===== src/swr_pkg.sv =====
/*
 * swr_pkg: constants for the supervisor watchdog reset block.
 * assumes a 100 MHz system clock; all timing is in timebase ticks, internal oscillator or external.
 */
package swr_pkg;
    // ==========================================================
    // clock and internal oscillator
    // ==========================================================
    localparam int  CLK_HZ          = 100_000_000;
    localparam int  OSC_HZ_X100     = 1_024_000;   // 10.24 kHz times 100
    localparam int  OSC_DIV         = (CLK_HZ / OSC_HZ_X100) * 100
                                      + ((CLK_HZ % OSC_HZ_X100) * 100)
                                        / OSC_HZ_X100;
    // ==========================================================
    // durations in ticks (internal: 10.24 kHz, 1 tick = 97.66 us)
    // ==========================================================
    localparam int  INT_SHORT_MS    = 100;
    localparam int  INT_LONG_MS     = 1600;
    localparam int  INT_RST_MS      = 50;
    localparam int  INT_SHORT_TICKS = INT_SHORT_MS * 1024 / 100;
    localparam int  INT_LONG_TICKS  = INT_LONG_MS * 1024 / 100;
    localparam int  INT_RST_TICKS   = INT_RST_MS * 1024 / 100;
    localparam int  EXT_SHORT_TICKS = 1024;
    localparam int  EXT_LONG_TICKS  = 4096;
    localparam int  EXT_RST_TICKS   = 512;
    localparam int  TICK_W          = 15;
    // ==========================================================
    // supervisor states
    // ==========================================================
    typedef enum logic [1:0] {
        SWR_RESET,
        SWR_WAIT_FIRST,
        SWR_NORMAL
    } swr_state_t;
endpackage : swr_pkg


===== src/swr_sync.sv =====
/*
 * swr_sync: two-flop synchroniser for one asynchronous pin level.
 * assumes the pin is quasi-static relative to clk.
 */
`timescale 1ns/1ps
module swr_sync #(
    parameter logic INIT = 1'b0
) (
    input  wire logic clk,      // system clock
    input  wire logic sys_rst,  // synchronous reset, active high
    input  wire logic pinIn,    // asynchronous level
    output logic      syncOut   // synchronised level
);
    logic stage1_r;
    logic stage1_nxt;
    logic stage2_nxt;

    always_comb begin
        stage1_nxt = sys_rst ? INIT : pinIn;
        stage2_nxt = sys_rst ? INIT : stage1_r;
    end

    always_ff @(posedge clk) begin
        stage1_r <= stage1_nxt;
        syncOut  <= stage2_nxt;
    end
endmodule : swr_sync


===== src/swr_tick.sv =====
/*
 * swr_tick: timebase tick generator.
 * internal mode divides clk to 10.24 kHz; external mode ticks on each
 * rising edge of the already synchronised external timebase.
 */
`timescale 1ns/1ps
module swr_tick
    import swr_pkg::*;
#(
    parameter int DIV = swr_pkg::OSC_DIV
) (
    input  wire logic clk,        // system clock
    input  wire logic sys_rst,    // synchronous reset, active high
    input  wire logic useInternal,// internal oscillator enabled
    input  wire logic extLevel,   // synchronised external timebase
    output logic      tick        // one-cycle tick pulse
);
    localparam int CW = $clog2(DIV + 1);
    logic [CW-1:0] divCnt_r;
    logic [CW-1:0] divCnt_nxt;
    logic          extPrev_r;
    logic          tick_nxt;

    always_comb begin
        divCnt_nxt = divCnt_r + 1'b1;
        tick_nxt   = 1'b0;
        if (divCnt_r == CW'(DIV - 1)) begin
            divCnt_nxt = '0;
            tick_nxt   = useInternal;
        end
        if (!useInternal) begin
            tick_nxt = extLevel & ~extPrev_r;
        end
        if (sys_rst) begin
            divCnt_nxt = '0;
            tick_nxt   = 1'b0;
        end
    end

    always_ff @(posedge clk) begin
        divCnt_r  <= divCnt_nxt;
        extPrev_r <= sys_rst ? 1'b0 : extLevel;
        tick      <= tick_nxt;
    end
endmodule : swr_tick


===== src/swr_watchdog.sv =====
/*
 * swr_watchdog: supervisor reset generator, watchdog and chip-select gate.
 * assumes supply_sense_in comes from a threshold comparator (high = low
 * supply) and the three-level toggle pin is split by an external
 * window detector into a level and a float flag; all pins asynchronous.
 */
// How it works
// - reset output low whenever supply-low indication is active
// - reset held a reset-active period after supply-low clears
// - active-high reset is always the complement of active-low reset
// - missed toggle within timeout gives reset pulse of reset-active length
// - long timeout applies directly after any reset
// - watchdog counter restarts when reset ends
// - short timeout takes effect only after first toggle after reset
// - every toggle edge, rising or falling, restarts the timeout
// - constant toggle input gives a reset after every long timeout
// - floating or mid-supply toggle input disables the watchdog
// - external source: 1024 normal, 4096 after reset, 512 reset ticks
// - internal, timebase low: 100 ms, 1.6 s after reset, 50 ms reset
// - internal, timebase high or floating: 1.6 s always, 50 ms reset
// - select high uses internal oscillator, low uses external timebase
// - internal oscillator runs at 10.24 kHz
// - status low on timeout, stays low until next toggle edge
// - status forced high while supply-low is active
// - gated chip-select follows input while supply is good
// - gated chip-select forced high while supply is low
// - supply-low status output follows the supply-low indication
`timescale 1ns/1ps
module swr_watchdog
    import swr_pkg::*;
#(
    parameter int DIV = swr_pkg::OSC_DIV
) (
    input  wire logic clk,                  // system clock, 100 MHz
    input  wire logic sys_rst,              // synchronous reset, high
    input  wire logic supply_sense_in,      // high while supply is low
    input  wire logic watchdog_toggle_in,   // toggle level from cpu
    input  wire logic watchdogFloat,        // toggle pin floating/mid
    input  wire logic timebase_source_sel,  // high = internal oscillator
    input  wire logic timebase_in,          // ext clock or speed select
    input  wire logic chipSelInN,           // chip select in, low active
    output logic      resetOutN,            // reset, active low
    output logic      resetOut,             // reset, active high
    output logic      watchdog_timeout_n,   // watchdog status, low active
    output logic      supplyLowN,           // low while supply is low
    output logic      chipSelOutN           // gated chip select
);
    // ==========================================================
    // input synchronisers
    // ==========================================================
    logic supplyLow;
    logic wdLevel;
    logic wdFloat;
    logic oscSel;
    logic tbLevel;
    logic csInN;

    swr_sync #(.INIT(1'b1)) uSupply (.clk(clk), .sys_rst(sys_rst),
        .pinIn(supply_sense_in), .syncOut(supplyLow));
    swr_sync #(.INIT(1'b0)) uWdLvl (.clk(clk), .sys_rst(sys_rst),
        .pinIn(watchdog_toggle_in), .syncOut(wdLevel));
    swr_sync #(.INIT(1'b1)) uWdFlt (.clk(clk), .sys_rst(sys_rst),
        .pinIn(watchdogFloat), .syncOut(wdFloat));
    swr_sync #(.INIT(1'b1)) uOscSel (.clk(clk), .sys_rst(sys_rst),
        .pinIn(timebase_source_sel), .syncOut(oscSel));
    swr_sync #(.INIT(1'b1)) uTb (.clk(clk), .sys_rst(sys_rst),
        .pinIn(timebase_in), .syncOut(tbLevel));
    swr_sync #(.INIT(1'b1)) uCs (.clk(clk), .sys_rst(sys_rst),
        .pinIn(chipSelInN), .syncOut(csInN));

    // ==========================================================
    // timebase
    // ==========================================================
    logic tick;

    swr_tick #(.DIV(DIV)) uTick (
        .clk        (clk),
        .sys_rst    (sys_rst),
        .useInternal(oscSel),
        .extLevel   (tbLevel),
        .tick       (tick)
    );

    // ==========================================================
    // period selection
    // ==========================================================
    logic [TICK_W-1:0] shortLimit;
    logic [TICK_W-1:0] longLimit;
    logic [TICK_W-1:0] rstLimit;

    always_comb begin
        if (!oscSel) begin
            shortLimit = TICK_W'(EXT_SHORT_TICKS);
            longLimit  = TICK_W'(EXT_LONG_TICKS);
            rstLimit   = TICK_W'(EXT_RST_TICKS);
        end else if (!tbLevel) begin
            shortLimit = TICK_W'(INT_SHORT_TICKS);
            longLimit  = TICK_W'(INT_LONG_TICKS);
            rstLimit   = TICK_W'(INT_RST_TICKS);
        end else begin
            shortLimit = TICK_W'(INT_LONG_TICKS);
            longLimit  = TICK_W'(INT_LONG_TICKS);
            rstLimit   = TICK_W'(INT_RST_TICKS);
        end
    end

    // ==========================================================
    // supervisor state machine
    // ==========================================================
    swr_state_t        state_r;
    swr_state_t        state_nxt;
    logic [TICK_W-1:0] cnt_r;
    logic [TICK_W-1:0] cnt_nxt;
    logic              wdPrev_r;
    logic              wdo_r;
    logic              wdo_nxt;
    logic              toggled;
    logic [TICK_W-1:0] wdLimit;
    logic              cntDone;

    // a float flag masks edges too, so entering float is never a toggle
    assign toggled = (wdLevel != wdPrev_r) && !wdFloat;
    assign wdLimit = (state_r == SWR_NORMAL) ? shortLimit : longLimit;
    assign cntDone = tick && (cnt_r >= wdLimit - 1'b1);

    always_comb begin
        state_nxt = state_r;
        cnt_nxt   = cnt_r;
        wdo_nxt   = wdo_r;
        if (toggled) begin
            wdo_nxt = 1'b1;
        end
        unique case (state_r)
            SWR_RESET: begin
                if (supplyLow) begin
                    cnt_nxt = '0;
                end else if (tick) begin
                    if (cnt_r >= rstLimit - 1'b1) begin
                        state_nxt = SWR_WAIT_FIRST;
                        cnt_nxt   = '0;
                    end else begin
                        cnt_nxt = cnt_r + 1'b1;
                    end
                end
            end
            SWR_WAIT_FIRST, SWR_NORMAL: begin
                if (supplyLow) begin
                    state_nxt = SWR_RESET;
                    cnt_nxt   = '0;
                end else if (wdFloat) begin
                    cnt_nxt = '0;
                end else if (toggled) begin
                    state_nxt = SWR_NORMAL;
                    cnt_nxt   = '0;
                end else if (cntDone) begin
                    // long period after reset, repeating while stuck
                    state_nxt = SWR_RESET;
                    cnt_nxt   = '0;
                    wdo_nxt   = 1'b0;
                end else if (tick) begin
                    cnt_nxt = cnt_r + 1'b1;
                end
            end
            default: begin
                state_nxt = SWR_RESET;
                cnt_nxt   = '0;
            end
        endcase
        if (supplyLow) begin
            wdo_nxt = 1'b1;
        end
        if (sys_rst) begin
            state_nxt = SWR_RESET;
            cnt_nxt   = '0;
            wdo_nxt   = 1'b1;
        end
    end

    always_ff @(posedge clk) begin
        state_r  <= state_nxt;
        cnt_r    <= cnt_nxt;
        wdPrev_r <= sys_rst ? 1'b0 : wdLevel;
        wdo_r    <= wdo_nxt;
    end

    // ==========================================================
    // output registers
    // ==========================================================
    logic resetN_nxt;
    logic csOut_nxt;

    always_comb begin
        resetN_nxt = (state_nxt != SWR_RESET);
        csOut_nxt  = supplyLow ? 1'b1 : csInN;
        if (sys_rst) begin
            resetN_nxt = 1'b0;
            csOut_nxt  = 1'b1;
        end
    end

    always_ff @(posedge clk) begin
        resetOutN          <= resetN_nxt;
        resetOut           <= ~resetN_nxt;
        watchdog_timeout_n <= wdo_nxt;
        supplyLowN         <= sys_rst ? 1'b1 : ~supplyLow;
        chipSelOutN        <= csOut_nxt;
    end
endmodule : swr_watchdog


===== config.mk =====
export PLATFORM = sky130hd
export DESIGN_NAME = swr_watchdog
export DESIGN_NICKNAME = d
export VERILOG_FILES = /design/src/swr_pkg.sv /design/src/swr_sync.sv /design/src/swr_tick.sv /design/src/swr_watchdog.sv
export SDC_FILE = /design/constraint.sdc
export NUM_CORES = 1
export LEC_CHECK = 0
export BUFFER_PORTS_ARGS = -buffer_cell sky130_fd_sc_hd__buf_2
export CORE_MARGIN = 1.5
export CORE_UTILIZATION = 30
export CTS_BUF_LIST = sky130_fd_sc_hd__clkbuf_16
export CTS_CLUSTER_SIZE = 40
export DETAILED_ROUTE_END_ITERATION = 10
export PLACE_DENSITY = 0.41
export SKIP_LAST_GASP = 1
export SLEW_MARGIN = 10
export SYNTH_ARGS = -nofsm -noshare
export SYNTH_HDL_FRONTEND = slang
export SYNTH_SLANG_ARGS = --single-unit

===== constraint.sdc =====
create_clock -name clk -period 3.45 [get_ports clk]
set_input_delay 0.345 -clock clk [delete_from_list [all_inputs] [get_ports clk]]
set_output_delay 0.345 -clock clk [all_outputs]
set_load 0.005 [all_outputs]

-- After elaboration in Yosys (flattened, before gate mapping)
Cells that the tools add are included.
- output and inout bits: 5
- flip-flop bits (word level): 51
- input port bits: 8
- word-level logic and storage cells: 77
- equal/unequal tests: 6
- add/subtract/negate cells: 3
- reductions and logical operators: 9
- multiplexer cells: 30
- bitwise logic cells: 4
- $lt $le $gt $ge: 2
- operators by type and width (operator ; count):
    two-way mux 15 bit ; 12
    case mux 15 bit (2 select lines) ; 1
    two-way mux 2 bit ; 8
    adder 15 x 1 -> 15 bit, second input constant ; 1
    >= comparator 15 bit ; 1
    >= comparator 15 x 9 -> 1 bit, second input constant ; 1
    subtractor 15 x 1 -> 15 bit, second input constant ; 1
    adder 14 x 1 -> 14 bit, second input constant ; 1
    == test 14 bit, second input constant ; 1
    two-way mux 1 bit ; 8
    != test 6 x 3 -> 1 bit, second input constant ; 1
    OR reduction 2 bit ; 3
    case mux 2 bit (2 select lines) ; 1
    != test 3 x 1 -> 1 bit, second input constant ; 1
    inverter 1 bit ; 3
    == test 2 x 1 -> 1 bit, second input constant ; 1
    == test 2 bit, second input constant ; 1
    logical AND 1 bit ; 2
    zero test 2 bit ; 1
    AND reduction 2 bit ; 1
    nonzero test 2 bit ; 1
    AND 1 bit ; 1
    zero test 1 bit ; 1
    != test 1 bit ; 1

-- Depth between registers and ports, before layout
- depth in word-level cells: 15
- depth in mapped cells: 12
- mapped depth without buffers: 11

-- Modules after synthesis
A second synthesis with hierarchy kept.
- cell total of the unflattened synthesis: 263
- area total of the unflattened synthesis: 2401.1 um^2
- modules (own cells, without submodules) (module ; cells each ; instances ; area an instance (um^2) ; seq. area each (um^2)):
    swr_watchdog ; 160 ; 1 ; 1353.8 ; 460.4
    swr_tick ; 79 ; 1 ; 732.0 ; 320.3
    swr_sync ; 4 ; 6 ; 52.6 ; 40.0

-- Least setup slack after synthesis
Ideal clock, no wire load.
- path kind: register to register
- from: register state_r[0]
- to: register cnt_r[12]
- data arrival time: 2510 ps
- cell stages (with the launch flop): 13
- buffers on the path: 1
- setup time: 115 ps
- setup slack: 825 ps
- data required time: 3335 ps
- period minus slack after synthesis: 2625 ps
- cell sequence: dfxtp_1 > inv_1 > ha_1 > inv_1 > o21ai_0 > ha_1 > nand3b_1 > or4_4 > or3_4 > a32oi_2 > a21o_1 > buf_6 > nor2_1
- cells in the longest elaborated chain, start to end: 10
- elaborated cells between the ends (all ways): 16
- classes of those cells: add/sub: 1; order compare: 1; eq/ne: 4; mux: 6; reduce/logical: 4
- RTL lines (item ; RTL line ; source):
    from (decl) ; swr_watchdog.sv:110 ; swr_state_t state_r;
    from (signal assigned) ; swr_watchdog.sv:180 ; state_r <= state_nxt;
    == test 2 bit ; swr_watchdog.sv:123, swr_watchdog.sv:133 ;
    two-way mux 15 bit ; swr_watchdog.sv:123 ; assign wdLimit = (state_r == SWR_NORMAL) ? shortLimit : longLimit;
    subtractor 15 x 1 -> 15 bit ; swr_watchdog.sv:124 ; assign cntDone = tick && (cnt_r >= wdLimit - 1'b1);
    >= comparator 15 bit ; swr_watchdog.sv:124 ;
    logical AND 1 bit ; swr_watchdog.sv:124 ;
    two-way mux 15 bit ; swr_watchdog.sv:155 ; end else if (cntDone) begin
    two-way mux 15 bit ; swr_watchdog.sv:152 ; end else if (toggled) begin
    two-way mux 15 bit ; swr_watchdog.sv:150 ; end else if (wdFloat) begin
    two-way mux 15 bit ; swr_watchdog.sv:147 ; if (supplyLow) begin
    case mux 15 bit (2 select lines) ; swr_watchdog.sv:133 ; unique case (state_r)
    to (signal assigned) ; swr_watchdog.sv:181 ; cnt_r <= cnt_nxt;
    to (decl) ; swr_watchdog.sv:112 ; logic [TICK_W-1:0] cnt_r;
Several ways; a longest one is shown, not always the timed one.
A chain may end at the register's enable or synchronous reset.

-- Worst setup path after layout
- from: register state_r[0]
- to: register cnt_r[5]
The elaborated chain is that of the path after synthesis.

==> metrics.yaml <==
routing:
  avgRoutedWirePerCell_um: 12.7
  drt-total-wl_um: 4800
  vias: 1813
  drc_errors: 0
  avgViaCountPerCell: 4.78
  first_iter_violations: 53
  ant_nets: 0
  dr.pass1.iters: 4
grt:
  grt_overflow_total: 0
  track_usage: 0.128
  antenna_found_initial: 0
  grt_max_degree: 30
  grt_pass1_wl_um: 8500
  grt_pass1_vias: 1716
clock_network:
  cts_tree: "yes"
  hold_buffers: 0
  post_cts_buffers: 0
  cts_resized: 0
  clk_pin_slew_ns: 0.07
  numCtsBuffers: 5
  clock_latency_ns: 0.29
  cts.htree.levels: 2
  cts_max_path_buffers: 2
  ctsRootBufferMaster: "clkbuf_16"
  cts.sinks: 51
place:
  gp_congestion: 0.748
  pre_cts_ws_ns: 0.432
  io_buffers: 12
  dp.cells: 371
  dp_hpwl_um: 3460
critical_path:
  critPathKind: "reg2reg"
  worstPathRequired_ns: 3.61
  worstPathArrival_ns: 3.20
  start_kind: "flip-flop"
  cp-end-kind: "flip-flop"
  path_max_fanout: 9
sta:
  setup_viol: 0
  setup_ws_ns: 0.411
  setup-tns-final_ns: 0
  fin_worst_skew_ns: 0.00630
  finalCritPeriodShare: 0.881
  slew_headroom: 0.497
  rsz0062_at_grt: "no"
  worstMarginPinSlew_ns: 0.747
  fin_crit_ns: 3.04
  fmaxAchievable_ghz: 0.329
  maxSlewViolCount: 0
  hold_viol: 0
synthesis:
  synthArstFlopShare: 0
  syn-num-nets: 284
  ys_seq_elements: 51
  synth_top_cell_area_share: 0.433
  yosysTopAreaCell: "dfxtp_1"
  ys_top_cells_by_count: "dfxtp_1, nor2_1, nand2_1"
  synth-edff-count: 0
  synth_area_leaders: "dfxtp_1, nor2_1, xnor2_1, ha_1, or2_2"
  ys_warn_count: 0
  syn_area_um2: 2360
  synth.most_common_cell: "dfxtp_1"
  post_synth_num_cell_types: 48
  syn_inst: 268
  ys_seq_area_frac: 0.433
  synth_flop_cell: "dfxtp_1"
  avgSynthCellArea_um2: 8.81
floorplan:
  core_um2: 7690
  die_y_um: 91.7
  fp.dieArea_um2: 8410
  rows: 32
  chipWidth_um: 91.7
  io_pins: 13
  start_util: 0.307
power:
  leakage_nw: 0.924
  switching_share: 0.222
  p_switching_mw: 0.253
  power_mw: 1.14
  clkPwrFrac: 0.431
  p_seq_frac: 0.534
  vdd_drop_max_uv: 227
  powerDensity_nw_per_um2: 431
  pwr-share-comb: 0.035
  intPower_mw: 0.886
final_layout:
  n_antenna_cell: 0
  fin_nets: 292
  layoutNonFillerInstCount: 379
  drive_above_1_share: 0.137
  syn_to_final_growth_pct: 12.1
hold_path:
  holdCritPathClass: "in2reg"
job:
  drv_cap: 0
outcome:
  status: "complete, no violations"
==> final timing paths <==
kind,cells after the start,to,slack (ns),startpoint
worst min register to register,1,uOscSel.syncOut$_SDFF_PP1_,0.41,uOscSel.stage1_r$_SDFF_PP1_
worst min-delay path,2,uOscSel.stage1_r$_SDFF_PP1_,0.23,timebase_source_sel
worst max register to register,11,cnt_r[5]$_SDFFE_PP0P_,0.41,state_r[0]$_DFF_P_
worst max-delay path,11,cnt_r[5]$_SDFFE_PP0P_,0.41,state_r[0]$_DFF_P_
==> sequential cells by signal, summed over array words and instances (netlist names) <==
signal / flops
cnt_r: 15
uTick.divCnt_r: 14
state_r: 2
chipSelOutN: 1
resetOut: 1
resetOutN: 1
supplyLowN: 1
uCs.stage1_r: 1
uCs.syncOut: 1
uOscSel.stage1_r: 1
uOscSel.syncOut: 1
uSupply.stage1_r: 1
uSupply.syncOut: 1
uTb.stage1_r: 1
uTb.syncOut: 1
uTick.extPrev_r: 1
uTick.tick: 1
uWdFlt.stage1_r: 1
uWdFlt.syncOut: 1
uWdLvl.stage1_r: 1
uWdLvl.syncOut: 1
watchdog_timeout_n: 1
wdPrev_r: 1
==> cells in the final DEF (no fill, tap or decap), types with 4 or more instances in the layout <==
cell type	count
or2_2	13
dfxtp_1	51
ha_1	8
nor4b_1	4
xor2_1	8
xnor2_1	12
inv_1	12
clkbuf_16	5
nand3_1	12
nor3_1	5
nor4_1	11
and3_1	6
o21ai_0	5
nor3b_1	4
nor2b_1	4
a21oi_1	11
nand2_1	21
or3_1	7
nor2_1	31
buf_2	12
==> power by group through the flow <==
stage          Combinational, mW  Sequential, mW  Clock, mW
2_1_floorplan             0.0318           0.620          0
3_3_place_gp              0.0402           0.623          0
3_5_place_dp              0.0406           0.623          0
4_1_cts                   0.0407           0.609      0.514
5_1_grt                   0.0474           0.611      0.542
6_report                  0.0394           0.609      0.491
==> cell families after synthesis <==
kind of cell / synth area share
fa+ha+maj: 0.0424
xor+xnor: 0.0742
compound gates: 0.111
simple gates: 0.302
buf+inv: 0.0382
flops: 0.433
==> through the flow <==
step	cell area [µm²]	hold WS, ns	utilization
6_report	2650	0.235	0.344
5_1_grt	2650	0.222	0.344
2_1_floorplan	2360	0.384	-
3_3_place_gp	2500	0.391	0.325
4_1_cts	2650	0.228	0.344
3_5_place_dp	2500	0.395	0.325
==> per-layer routing <==
layer / vias up / share of wire / GRT usage
met2: 12 / 0.44 / 0.198
met3: 4 / 0.017 / 0.0299
met1: 847 / 0.53 / 0.174
met5: - / 0 / 0
met4: 0 / 0.015 / 0.0462
li1: 950 / - / -
==> layout make-up <==
type	instances	area, µm²
Fill cell	834	5040
Multi-Input combinational cell	195	1250
Sequential cell	51	1020
Tap cell	102	128
Clock buffer	5	125
Timing Repair Buffer	12	60.1
Inverter	11	41.3
Clock inverter	3	21.3
==> critical path, stage by stage, from the launching register on <==
cell and delay [ns]:
dfxtp_1 0.37, inv_1 0.09, ha_1 0.20, inv_1 0.05, o21ai_0 0.13, ha_1 0.34, nand3b_1 0.09, or4_4 0.43
or3_4 0.41, a32oi_2 0.35, a21o_1 0.35, nor2_1 0.09
(Power assumes the default switching activity.)
